===== config.mk =====
export PLATFORM = sky130hd
export DESIGN_NAME = supply_reset_sequencer
export DESIGN_NICKNAME = d
export VERILOG_FILES = /design/src/hw/supply_reset_pkg.sv /design/src/hw/delay_timer_if.sv /design/src/hw/supply_reset_sequencer.sv /design/src/hw/delay_timer.sv
export SDC_FILE = /design/constraint.sdc
export NUM_CORES = 1
export LEC_CHECK = 0
export BUFFER_PORTS_ARGS = -buffer_cell sky130_fd_sc_hd__buf_2
export CORE_ASPECT_RATIO = 0.5
export CORE_MARGIN = 3
export CORE_UTILIZATION = 35
export CTS_BUF_LIST = sky130_fd_sc_hd__clkbuf_8
export CTS_CLUSTER_SIZE = 14
export DETAILED_ROUTE_END_ITERATION = 16
export PLACE_DENSITY = 0.62
export SYNTH_ARGS = -nofsm -noshare
export SYNTH_HDL_FRONTEND = slang
export SYNTH_SLANG_ARGS = --single-unit

===== constraint.sdc =====
create_clock -name mclk_i -period 3.7 [get_ports mclk_i]
set_input_delay 0.185 -clock mclk_i [delete_from_list [all_inputs] [get_ports mclk_i]]
set_output_delay 0.185 -clock mclk_i [all_outputs]
set_load 0.01 [all_outputs]

===== src/hw/supply_reset_pkg.sv =====
// Constants, states and timing counts for the supply reset sequencer
package supply_reset_pkg;

  // ==========================================================
  // Clock and time units
  localparam int unsigned CLK_PERIOD_NS = 10;         // 100 MHz core clock
  localparam int unsigned MS_NS = 1000000;            // One millisecond in ns
  localparam int unsigned CYC_PER_MS = MS_NS / CLK_PERIOD_NS;

  // ==========================================================
  // Extension delays (longest times, rounded down to whole cycles)
  localparam int unsigned POR_EXT_NS = 30000;         // Power-on extension, 30 us
  localparam int unsigned BOR_EXT_NS = 100000;        // Brown-out extension, 100 us
  localparam logic [31:0] POR_EXT_CYC = 32'(POR_EXT_NS / CLK_PERIOD_NS);
  localparam logic [31:0] BOR_EXT_CYC = 32'(BOR_EXT_NS / CLK_PERIOD_NS);

  // ==========================================================
  // Power-up timer table, one entry per select code, in cycles
  localparam int unsigned SEL_W = 3;                  // Width of delay select
  localparam logic [7:0][31:0] POWER_UP_TIMER_DEFAULT_CYC = {
    32'(32'h80 * CYC_PER_MS), 32'(32'h40 * CYC_PER_MS),
    32'(32'h20 * CYC_PER_MS), 32'(32'h10 * CYC_PER_MS),
    32'(32'h08 * CYC_PER_MS), 32'(32'h04 * CYC_PER_MS),
    32'(32'h02 * CYC_PER_MS), 32'h0000_0000};

  // ==========================================================
  // Reset values
  localparam logic POR_FLAG_RST = 1'h1;               // Power-on is the reset cause
  localparam logic BOR_FLAG_RST = 1'h0;
  localparam logic SYS_RST_RST = 1'h1;                // Held in reset from power-on

  // Sequencer states
  typedef enum logic [2:0] {
    ST_POR_WAIT, ST_POR_EXT, ST_BOR_HOLD, ST_BOR_EXT, ST_POWER_UP_TIMER, ST_RUN
  } seq_state_type;

endpackage


===== src/hw/delay_timer_if.sv =====
// Start, load and done signals between the sequencer and its delay timer
`timescale 1ns/1ps
interface delay_timer_if;
  logic start;          // One-cycle load strobe
  logic [31:0] load;    // Cycles to wait
  logic done;           // Level: programmed wait has run out

  modport ctrl (output start, output load, input done);
  modport tmr (input start, input load, output done);
endinterface // delay_timer_if


===== src/hw/supply_reset_sequencer.sv =====
// Supply reset sequencer: power-on, brown-out and power-up timer control
//
// Function
// hold reset until supply up plus 30 us
// power-on sets the power-on cause flag
// brown-out comparator low forces reset at once
// brown-out release waits supply plus 100 us
// brown-out sets the brown-out cause flag
// power-up timer delay follows extension, then release
// 3-bit select picks one of eight delays
// each supply rise restarts the whole delay
// select-to-delay mapping is a parameter table
`timescale 1ns/1ps
module supply_reset_sequencer
  import supply_reset_pkg::*;
#(
  parameter logic [31:0] BOR_EXT_CYCLES = BOR_EXT_CYC,   // Brown-out extension count
  parameter logic [7:0][31:0] POWER_UP_TIMER_CYCLES = POWER_UP_TIMER_DEFAULT_CYC  // Power-up timer table
) (
  input wire logic mclk_i,
  input wire logic arst_n_i,
  input wire logic power_on_ok_i,       // Comparator: supply above power-on threshold
  input wire logic brown_out_low_i,     // Comparator: supply below brown-out threshold
  input wire logic [SEL_W-1:0] power_up_delay_select_i,  // From power-on config word
  input wire logic por_flag_clr_i,      // Clear strobe for power-on cause flag
  input wire logic bor_flag_clr_i,      // Clear strobe for brown-out cause flag
  output logic system_reset_line_o,     // High holds the system in reset
  output logic por_flag_o,              // Power-on cause flag
  output logic bor_flag_o               // Brown-out cause flag
);

  // ==========================================================
  // Synchronisers for the analog comparator outputs
  logic [1:0] por_sync_q;  // Stage 0 feeds stage 1 only
  logic [1:0] bor_sync_q;
  logic por_ok;            // Synchronised supply-good level
  logic bor_low;           // Synchronised brown-out level

  // Comparators are asynchronous to the core clock
  always_ff @(posedge mclk_i or negedge arst_n_i) begin
    if (!arst_n_i) begin
      por_sync_q <= 2'h0;
      bor_sync_q <= 2'h0;
    end else begin
      por_sync_q <= {por_sync_q[0], power_on_ok_i};
      bor_sync_q <= {bor_sync_q[0], brown_out_low_i};
    end
  end

  assign por_ok = por_sync_q[1];
  assign bor_low = bor_sync_q[1];

  // ==========================================================
  // Table lookup for the power-up timer
  function automatic logic [31:0] power_up_timer_lookup(input logic [SEL_W-1:0] sel);
    power_up_timer_lookup = POWER_UP_TIMER_CYCLES[sel];
  endfunction

  // ==========================================================
  // Sequencer state
  typedef struct packed {
    seq_state_type st;     // Sequence position
    logic start;           // Timer load strobe
    logic [31:0] load;     // Count handed to the timer
    logic sys_rst;         // Registered reset line
    logic por_flag;        // Power-on cause
    logic bor_flag;        // Brown-out cause
  } seq_type;

  localparam seq_type SEQ_RST = '{st: ST_POR_WAIT, start: 1'h0, load: 32'h0,
    sys_rst: SYS_RST_RST, por_flag: POR_FLAG_RST, bor_flag: BOR_FLAG_RST};

  seq_type s_q;
  seq_type s_d;
  delay_timer_if tif ();
  logic ext_done;          // Current timed step has run out

  // A done seen in the load cycle is stale from the previous step, so ignore it
  assign ext_done = tif.done && !s_q.start;

  // Next-state logic
  always_comb begin
    s_d = s_q;
    s_d.start = 1'h0;
    // Clear strobes act first so that a same-cycle event still sets the flag
    if (por_flag_clr_i) begin
      s_d.por_flag = 1'h0;
    end
    if (bor_flag_clr_i) begin
      s_d.bor_flag = 1'h0;
    end
    if (!por_ok) begin
      // Supply under power-on threshold: start over
      s_d.st = ST_POR_WAIT;
      s_d.por_flag = 1'h1;
    end else if (bor_low) begin
      // Brown-out overrides any step, including the power-up timer
      s_d.st = ST_BOR_HOLD;
      if (s_q.st != ST_BOR_HOLD) begin
        s_d.bor_flag = 1'h1;
      end
    end else begin
      case (s_q.st)
        // Supply just crossed the power-on threshold
        ST_POR_WAIT: begin
          s_d.st = ST_POR_EXT;
          s_d.start = 1'h1;
          s_d.load = POR_EXT_CYC;
        end
        // Bias settling time
        ST_POR_EXT: begin
          if (ext_done) begin
            s_d.st = ST_POWER_UP_TIMER;
            s_d.start = 1'h1;
            s_d.load = power_up_timer_lookup(power_up_delay_select_i);
          end
        end
        // Supply back over brown-out threshold: full delay restarts
        ST_BOR_HOLD: begin
          s_d.st = ST_BOR_EXT;
          s_d.start = 1'h1;
          s_d.load = BOR_EXT_CYCLES;
        end
        // Regulator settling time
        ST_BOR_EXT: begin
          if (ext_done) begin
            s_d.st = ST_POWER_UP_TIMER;
            s_d.start = 1'h1;
            s_d.load = power_up_timer_lookup(power_up_delay_select_i);
          end
        end
        // Power-up timer, last step before release
        ST_POWER_UP_TIMER: begin
          if (ext_done) begin
            s_d.st = ST_RUN;
          end
        end
        ST_RUN: begin
          s_d.st = ST_RUN;
        end
        default: begin
          s_d.st = ST_POR_WAIT;
        end
      endcase
    end
    // Reset line follows the next state so it is a clean flop output
    s_d.sys_rst = (s_d.st != ST_RUN);
  end

  // Register the state
  always_ff @(posedge mclk_i or negedge arst_n_i) begin
    if (!arst_n_i) begin
      s_q <= SEQ_RST;
    end else begin
      s_q <= s_d;
    end
  end

  // ==========================================================
  // Timer and outputs
  assign tif.start = s_q.start;
  assign tif.load = s_q.load;

  delay_timer u_timer (
    .mclk_i(mclk_i),
    .arst_n_i(arst_n_i),
    .tif(tif.tmr)
  );

  assign system_reset_line_o = s_q.sys_rst;
  assign por_flag_o = s_q.por_flag;
  assign bor_flag_o = s_q.bor_flag;

  // ==========================================================
  // Checks
  seq_state_type st_q;
  logic [31:0] power_up_timer_exp;
  assign st_q = s_q.st;
  assign power_up_timer_exp = power_up_timer_lookup(power_up_delay_select_i);
endmodule // supply_reset_sequencer


===== src/hw/delay_timer.sv =====
// Down-counting delay timer, restarted on every start strobe
`timescale 1ns/1ps
module delay_timer (
  input wire logic mclk_i,
  input wire logic arst_n_i,
  delay_timer_if.tmr tif
);

  // ==========================================================
  // State
  typedef struct packed {
    logic run;          // Timer armed
    logic [31:0] cnt;   // Cycles left
  } tmr_state_type;

  tmr_state_type s_q;
  tmr_state_type s_d;

  // Next state: a start always reloads, so a new delay restarts from the top
  always_comb begin
    s_d = s_q;
    if (tif.start) begin
      s_d.run = 1'h1;
      s_d.cnt = tif.load;
    end else if (s_q.run && (s_q.cnt != 32'h0)) begin
      s_d.cnt = s_q.cnt - 32'h1;
    end
  end

  // Register the state
  always_ff @(posedge mclk_i or negedge arst_n_i) begin
    if (!arst_n_i) begin
      s_q <= '0;
    end else begin
      s_q <= s_d;
    end
  end

  // Done once armed and drained
  assign tif.done = s_q.run && (s_q.cnt == 32'h0);
endmodule // delay_timer


# Yosys cells after proc, flatten, opt, wreduce, memory -nomap -nowiden
# Memories as Yosys holds them, arrays and structs flattened.
# Index checks and enable logic that the tools add are counted.
op_classes:
  n_addsub: 1
  order_cmp: 1
  eq_ne: 9
  n_mux: 17
  bitwise_logic: 1
  reduce_logical: 11
ops:
  columns: ["cell", "n"]
  rows:
  - ["case mux 33 bit (3 select lines)", 1]
  - ["2-to-1 mux 32 bit", 3]
  - ["2-to-1 mux 33 bit", 2]
  - ["2-to-1 mux 36 bit", 1]
  - ["logical NOT 32 bit", 1]
  - ["nonzero test 32 bit", 1]
  - ["subtractor 32 x 1 -> 32 bit (second input constant)", 1]
  - ["case mux 3 bit (5 select lines)", 1]
  - ["2-to-1 mux 3 bit", 3]
  - ["equality test 3 x 2 -> 1 bit (second input constant)", 2]
  - ["equality test 3 bit (second input constant)", 2]
  - ["2-to-1 mux 1 bit", 6]
  - ["< comparator 3 x 4 -> 1 bit (second input constant)", 1]
  - ["AND reduction 4 bit", 1]
  - ["equality test 3 x 1 -> 1 bit (second input constant)", 1]
  - ["logical AND 1 bit", 3]
  - ["logical NOT 3 bit", 1]
  - ["inequality test 3 x 2 -> 1 bit (second input constant)", 1]
  - ["inequality test 3 bit (second input constant)", 1]
  - ["nonzero test 3 bit", 1]
  - ["inequality test 2 x 1 -> 1 bit (second input constant)", 1]
  - ["inequality test 2 bit (second input constant)", 1]
  - ["nonzero test 2 bit", 1]
  - ["OR reduction 2 bit", 1]
  - ["other kinds (2)", 2]
word_totals:
  regBits: 76
  rom_bits: 256
  inputBits: 9
  output_inout_bits: 3
  word_cells: 51
  memories: 1
memory_table:
  columns: ["memory", "words", "width", "rd", "rd_clocked_by_memory_dff", "wr", "line", "rtl"]
  rows:
  - ["(no name shown)", 8, 32, 1, 0, 0, "supply_reset_sequencer.sv:56", "power_up_timer_lookup = POWER_UP_TIMER_CYCLES[sel];"]

# Depth between registers and ports, before layout
logic_depth:
  word_depth: 8
  mapped_depth: 10
  ltp_nobuf: 8

# Cells and area by module
# From an unflattened synthesis, not the netlist that was laid out.
hier_totals:
  cells_unflattened: 367
  hier_area_um2: 3518.4
by_module_without_submodules:
  columns: ["mod", "instances", "cells_per_inst", "area_each_um2", "seq_area_each_um2"]
  rows:
  - ["delay_timer", 1, 248, 2113.3, 825.8]
  - ["supply_reset_sequencer", 1, 119, 1405.1, 753.2]

# Worst setup path before layout
# No wires, ideal clock.
synth_timing:
  path_type: "flip-flop to flip-flop"
  startpoint: "register u_timer.s_q[0] in the netlist's numbering"
  endpoint: "register u_timer.s_q[29] in the netlist's numbering"
  setup_time_ns: 0.119
  t_arrival_ns: 2.510
  required_time_ns: 3.581
  path_slack_ns: 1.071
  stages_incl_launch_ff: 11
  path_buffers: 3
  synth_period_minus_slack_ns: 2.629
  path_cell_list: "dfrtp_1 inv_1 ha_1 or3b_2 or4_1 buf_4 o41ai_4 buf_6 buf_8 nor3_1 o21a_1"
synth_between:
  elab_chain_cells: 3
  elab_cells_between_ends: 6
  classes_between: "1 x add/sub; 2 x mux; 3 x reduce/logical"
synth_rtl:
  columns: ["element", "line", "rtl"]
  rows:
  - ["start: declaration", "delay_timer.sv:16", "tmr_state_type s_q;"]
  - ["start signal: assignment", "delay_timer.sv:33", "s_q <= '0;"]
  - ["start signal: assignment", "delay_timer.sv:35", "s_q <= s_d;"]
  - ["subtractor 32 x 1 -> 32 bit or nonzero test 32 bit (tied branches)", "delay_timer.sv:26, delay_timer.sv:25", null]
  - ["2-to-1 mux 32 bit or logical AND 1 bit (tied branches)", "delay_timer.sv:25", "end else if (s_q.run && (s_q.cnt != 32'h0)) begin"]
  - ["2-to-1 mux 32 bit or nonzero test 2 bit (tied branches)", null, null]
# Parallel ways exist; a longest one is shown, timed or not. The select of a mux whose other input is x is not followed.
# A chain may end at the register's enable or synchronous reset.

# Worst setup path in the final report
layout_timing:
  startpoint: "register u_timer.s_q[20] in the netlist's numbering"
  endpoint: "register u_timer.s_q[23] in the netlist's numbering"
# Same word-level chain as after synthesis.

==> results.json <==
{
  "status": "complete, no violations",
  "hold_path_class": "input port to flop",
  "overflow": 0,
  "fin_crit_sh": 0.874,
  "crit_type": "flop to flop",
  "netlist_area_sq_mm": 0.00346,
  "synth_most_common_cell": "dfrtp_1",
  "clkTransAtPathRegs_ns": 0.08,
  "place_congestion": 0.907,
  "cts_tree": "yes",
  "core_sq_mm": 0.00916,
  "power-per-cell-area_mw_per_mm2": 466,
  "die_h_microns": 76.3,
  "p_seq_frac": 0.475,
  "grt_pass1_wl_mm": 14.5,
  "post_cts_resize_count": 0,
  "synth_edf_count": 0,
  "wl_per_cell_microns": 17.2,
  "reg2reg_depth": 6,
  "clk_latency_ns": 0.35,
  "critPathCaptureType": "flop",
  "htree_levels": 3,
  "sw_frac_of_total": 0.324,
  "cts_sinks": 63,
  "rsz0062_at_grt": "false",
  "async_flop_share": 1.00,
  "setup_violations": 0,
  "endpoint": "u_timer.s_q[23]",
  "yosys.area.top_type": "dfrtp_1",
  "peakVddDrop_uv": 273,
  "totalPowerFinal_mw": 1.80,
  "grt_max_degree": 38,
  "drive_gt1_frac": 0.158,
  "critPathArrivalTime_ns": 3.50,
  "synth_ff_type": "dfrtp_1",
  "avgSynthCellArea_sq_um": 9.85,
  "dr.first_iter.drc_count": 169,
  "routed_via_density": 5.88,
  "area_growth_syn_to_layout_pct": 11.7,
  "power_frac_comb": 0.184,
  "fmax_mhz": 309,
  "fillers": 893,
  "synthTopCellsByCount": "dfrtp_1, nand2_1, nor2_1",
  "worst_r2r_endpoint": "u_timer.s_q[23]",
  "clock_skew_ns": 0.00570,
  "initial_utilization": 0.377,
  "max-slew-margin-rel": 0.437,
  "yosysUniqueCellTypes": 59,
  "synthCells": 351,
  "via_count": 2926,
  "clockPowerShare": 0.341,
  "dieArea_sq_mm": 0.0112,
  "numCtsBuffers": 9,
  "required_ns": 3.97,
  "pin_count": 12,
  "worst_pin_slew_ns": 0.844,
  "period_minus_slack_ns": 3.23,
  "insertedDiodeCount": 0,
  "seq_area_frac_synth": 0.457,
  "drtPass1Iterations": 4,
  "slew_viol_final": 0,
  "drt_wl_total_mm": 8.56,
  "rows": 24,
  "antenna_found_initial": 0,
  "synth_nets": 367,
  "die_x_microns": 147,
  "internal_power_mw": 1.22,
  "yosysTopAreaCellShare": 0.442,
  "grt_usage": 0.159,
  "first_global_vias": 2844,
  "r2r-start": "u_timer.s_q[20]",
  "p_leak_nw": 1.56,
  "numPortBuffers": 11,
  "dp_hpwl_mm": 5.89,
  "synthTopCellsByArea": "dfrtp_1, or4_1, o211ai_1, o31ai_1, or3_1",
  "rrSetupSlack_ns": 0.47,
  "postRouteAntennaNets": 0,
  "fin_nets": 379,
  "crit_fanout": 15,
  "ys_warn_count": 0,
  "timing.setup.tns_ns": 0,
  "hold_viol": 0,
  "p_switching_mw": 0.582,
  "startpoint": "u_timer.s_q[20]",
  "synth-seq-cells": 63,
  "setup.worst_path.start_class": "flop",
  "clock-root-buffer": "clkbuf_8",
  "clockBufferDepth": 2,
  "drc": 0,
  "maxCapViolCount": 0
}
==> cells by family after synthesis <==
family,count (synthesis),synth area share
AOI/OAI and AO/OA,97,0.202
xor gates and xnor gates,4,0.0101
adders and majority gates,7,0.0253
buffers and inverters,30,0.0391
DFF,63,0.457
muxes,8,0.0250
and+or+nand+nor,142,0.242
==> worst min path at each step <==
stage                               start       endpoint  slack [ns]  cells past startpoint
after floorplan                  arst_n_i     bor_flag_o       -0.11                      0
after global placement      power_on_ok_i  por_sync_q[0]        0.30                      1
after detailed placement  brown_out_low_i  bor_sync_q[0]        0.30                      1
after CTS                  bor_flag_clr_i     bor_flag_o       0.005                      2
after global routing       bor_flag_clr_i     bor_flag_o        0.02                      2
final                      bor_flag_clr_i     bor_flag_o        0.02                      2
==> per-layer routing <==
metal	vias to the layer above	GRT usage	share of wire
met3	11	0.0493	0.054
met4	0	0.0460	0.011
met5	-	0	0
met2	95	0.248	0.47
li1	1367	-	-
met1	1453	0.215	0.47
==> registers in the layout (all words and copies together), names as in the netlist <==
signal,flops
u_timer.s_q,33
tif.load,19
st_q,3
bor_sync_q,2
por_sync_q,2
bor_flag_o,1
por_flag_o,1
system_reset_line_o,1
tif.start,1
==> worst max-delay path: stages (launching register included) <==
cell and delay (ns):
dfrtp_1 0.43, or4_1 0.74, or4_1 0.74, o41ai_4 0.62
buf_4 0.31, o31ai_1 0.12, a31oi_1 0.17
==> what timing repair did <==
action                                 4_1_cts  5_1_grt
hold buffers                                 4        0
buffers inserted                             0        0
endpoints found under the hold margin       37        0
==> per-stage QoR <==
stage                     cells  cell area (sq um)  utilization  setup WS (ns)  hold slack, ns
after floorplan             351               3460            -           1.07          -0.111
after global placement      478               3620        0.395          0.645           0.298
after detailed placement    478               3620        0.395          0.545           0.298
after CTS                   498               3860        0.422          0.511         0.00549
after global routing        498               3860        0.422          0.337          0.0222
final                       498               3860        0.422          0.466          0.0210
==> power by group through the flow <==
| stage | combinational [mW] | sequential (mW) | clock [mW] |
|---|---|---|---|
| 2_1_floorplan | 0.245 | 0.841 | 0 |
| 3_3_place_gp | 0.316 | 0.860 | 0 |
| 4_1_cts | 0.331 | 0.852 | 0.627 |
| 5_1_grt | 0.369 | 0.869 | 0.662 |
| 6_report | 0.331 | 0.855 | 0.613 |
| 3_5_place_dp | 0.327 | 0.863 | 0 |
==> layout by cell type, fill, tap and decap left out, types with 13 or more instances in the layout <==
cell,n
dfrtp_1,61
or3_1,17
nor2_1,21
o21ai_0,13
a21oi_1,13
o211ai_1,15
nand2_1,27
or4_1,16
o31ai_1,15
==> cell type report <==
type	instances	area, sq um	share of cell area
inverters	11	41.3	0.0107
repair buffers	20	133	0.0343
multi-input cells	258	1740	0.451
flip-flops and latches	63	1580	0.409
clock inverters	7	78.8	0.0204
well taps	130	163	0.0421
clock buffers	9	124	0.0321
No activity file was read; power rests on OpenSTA's default activity.
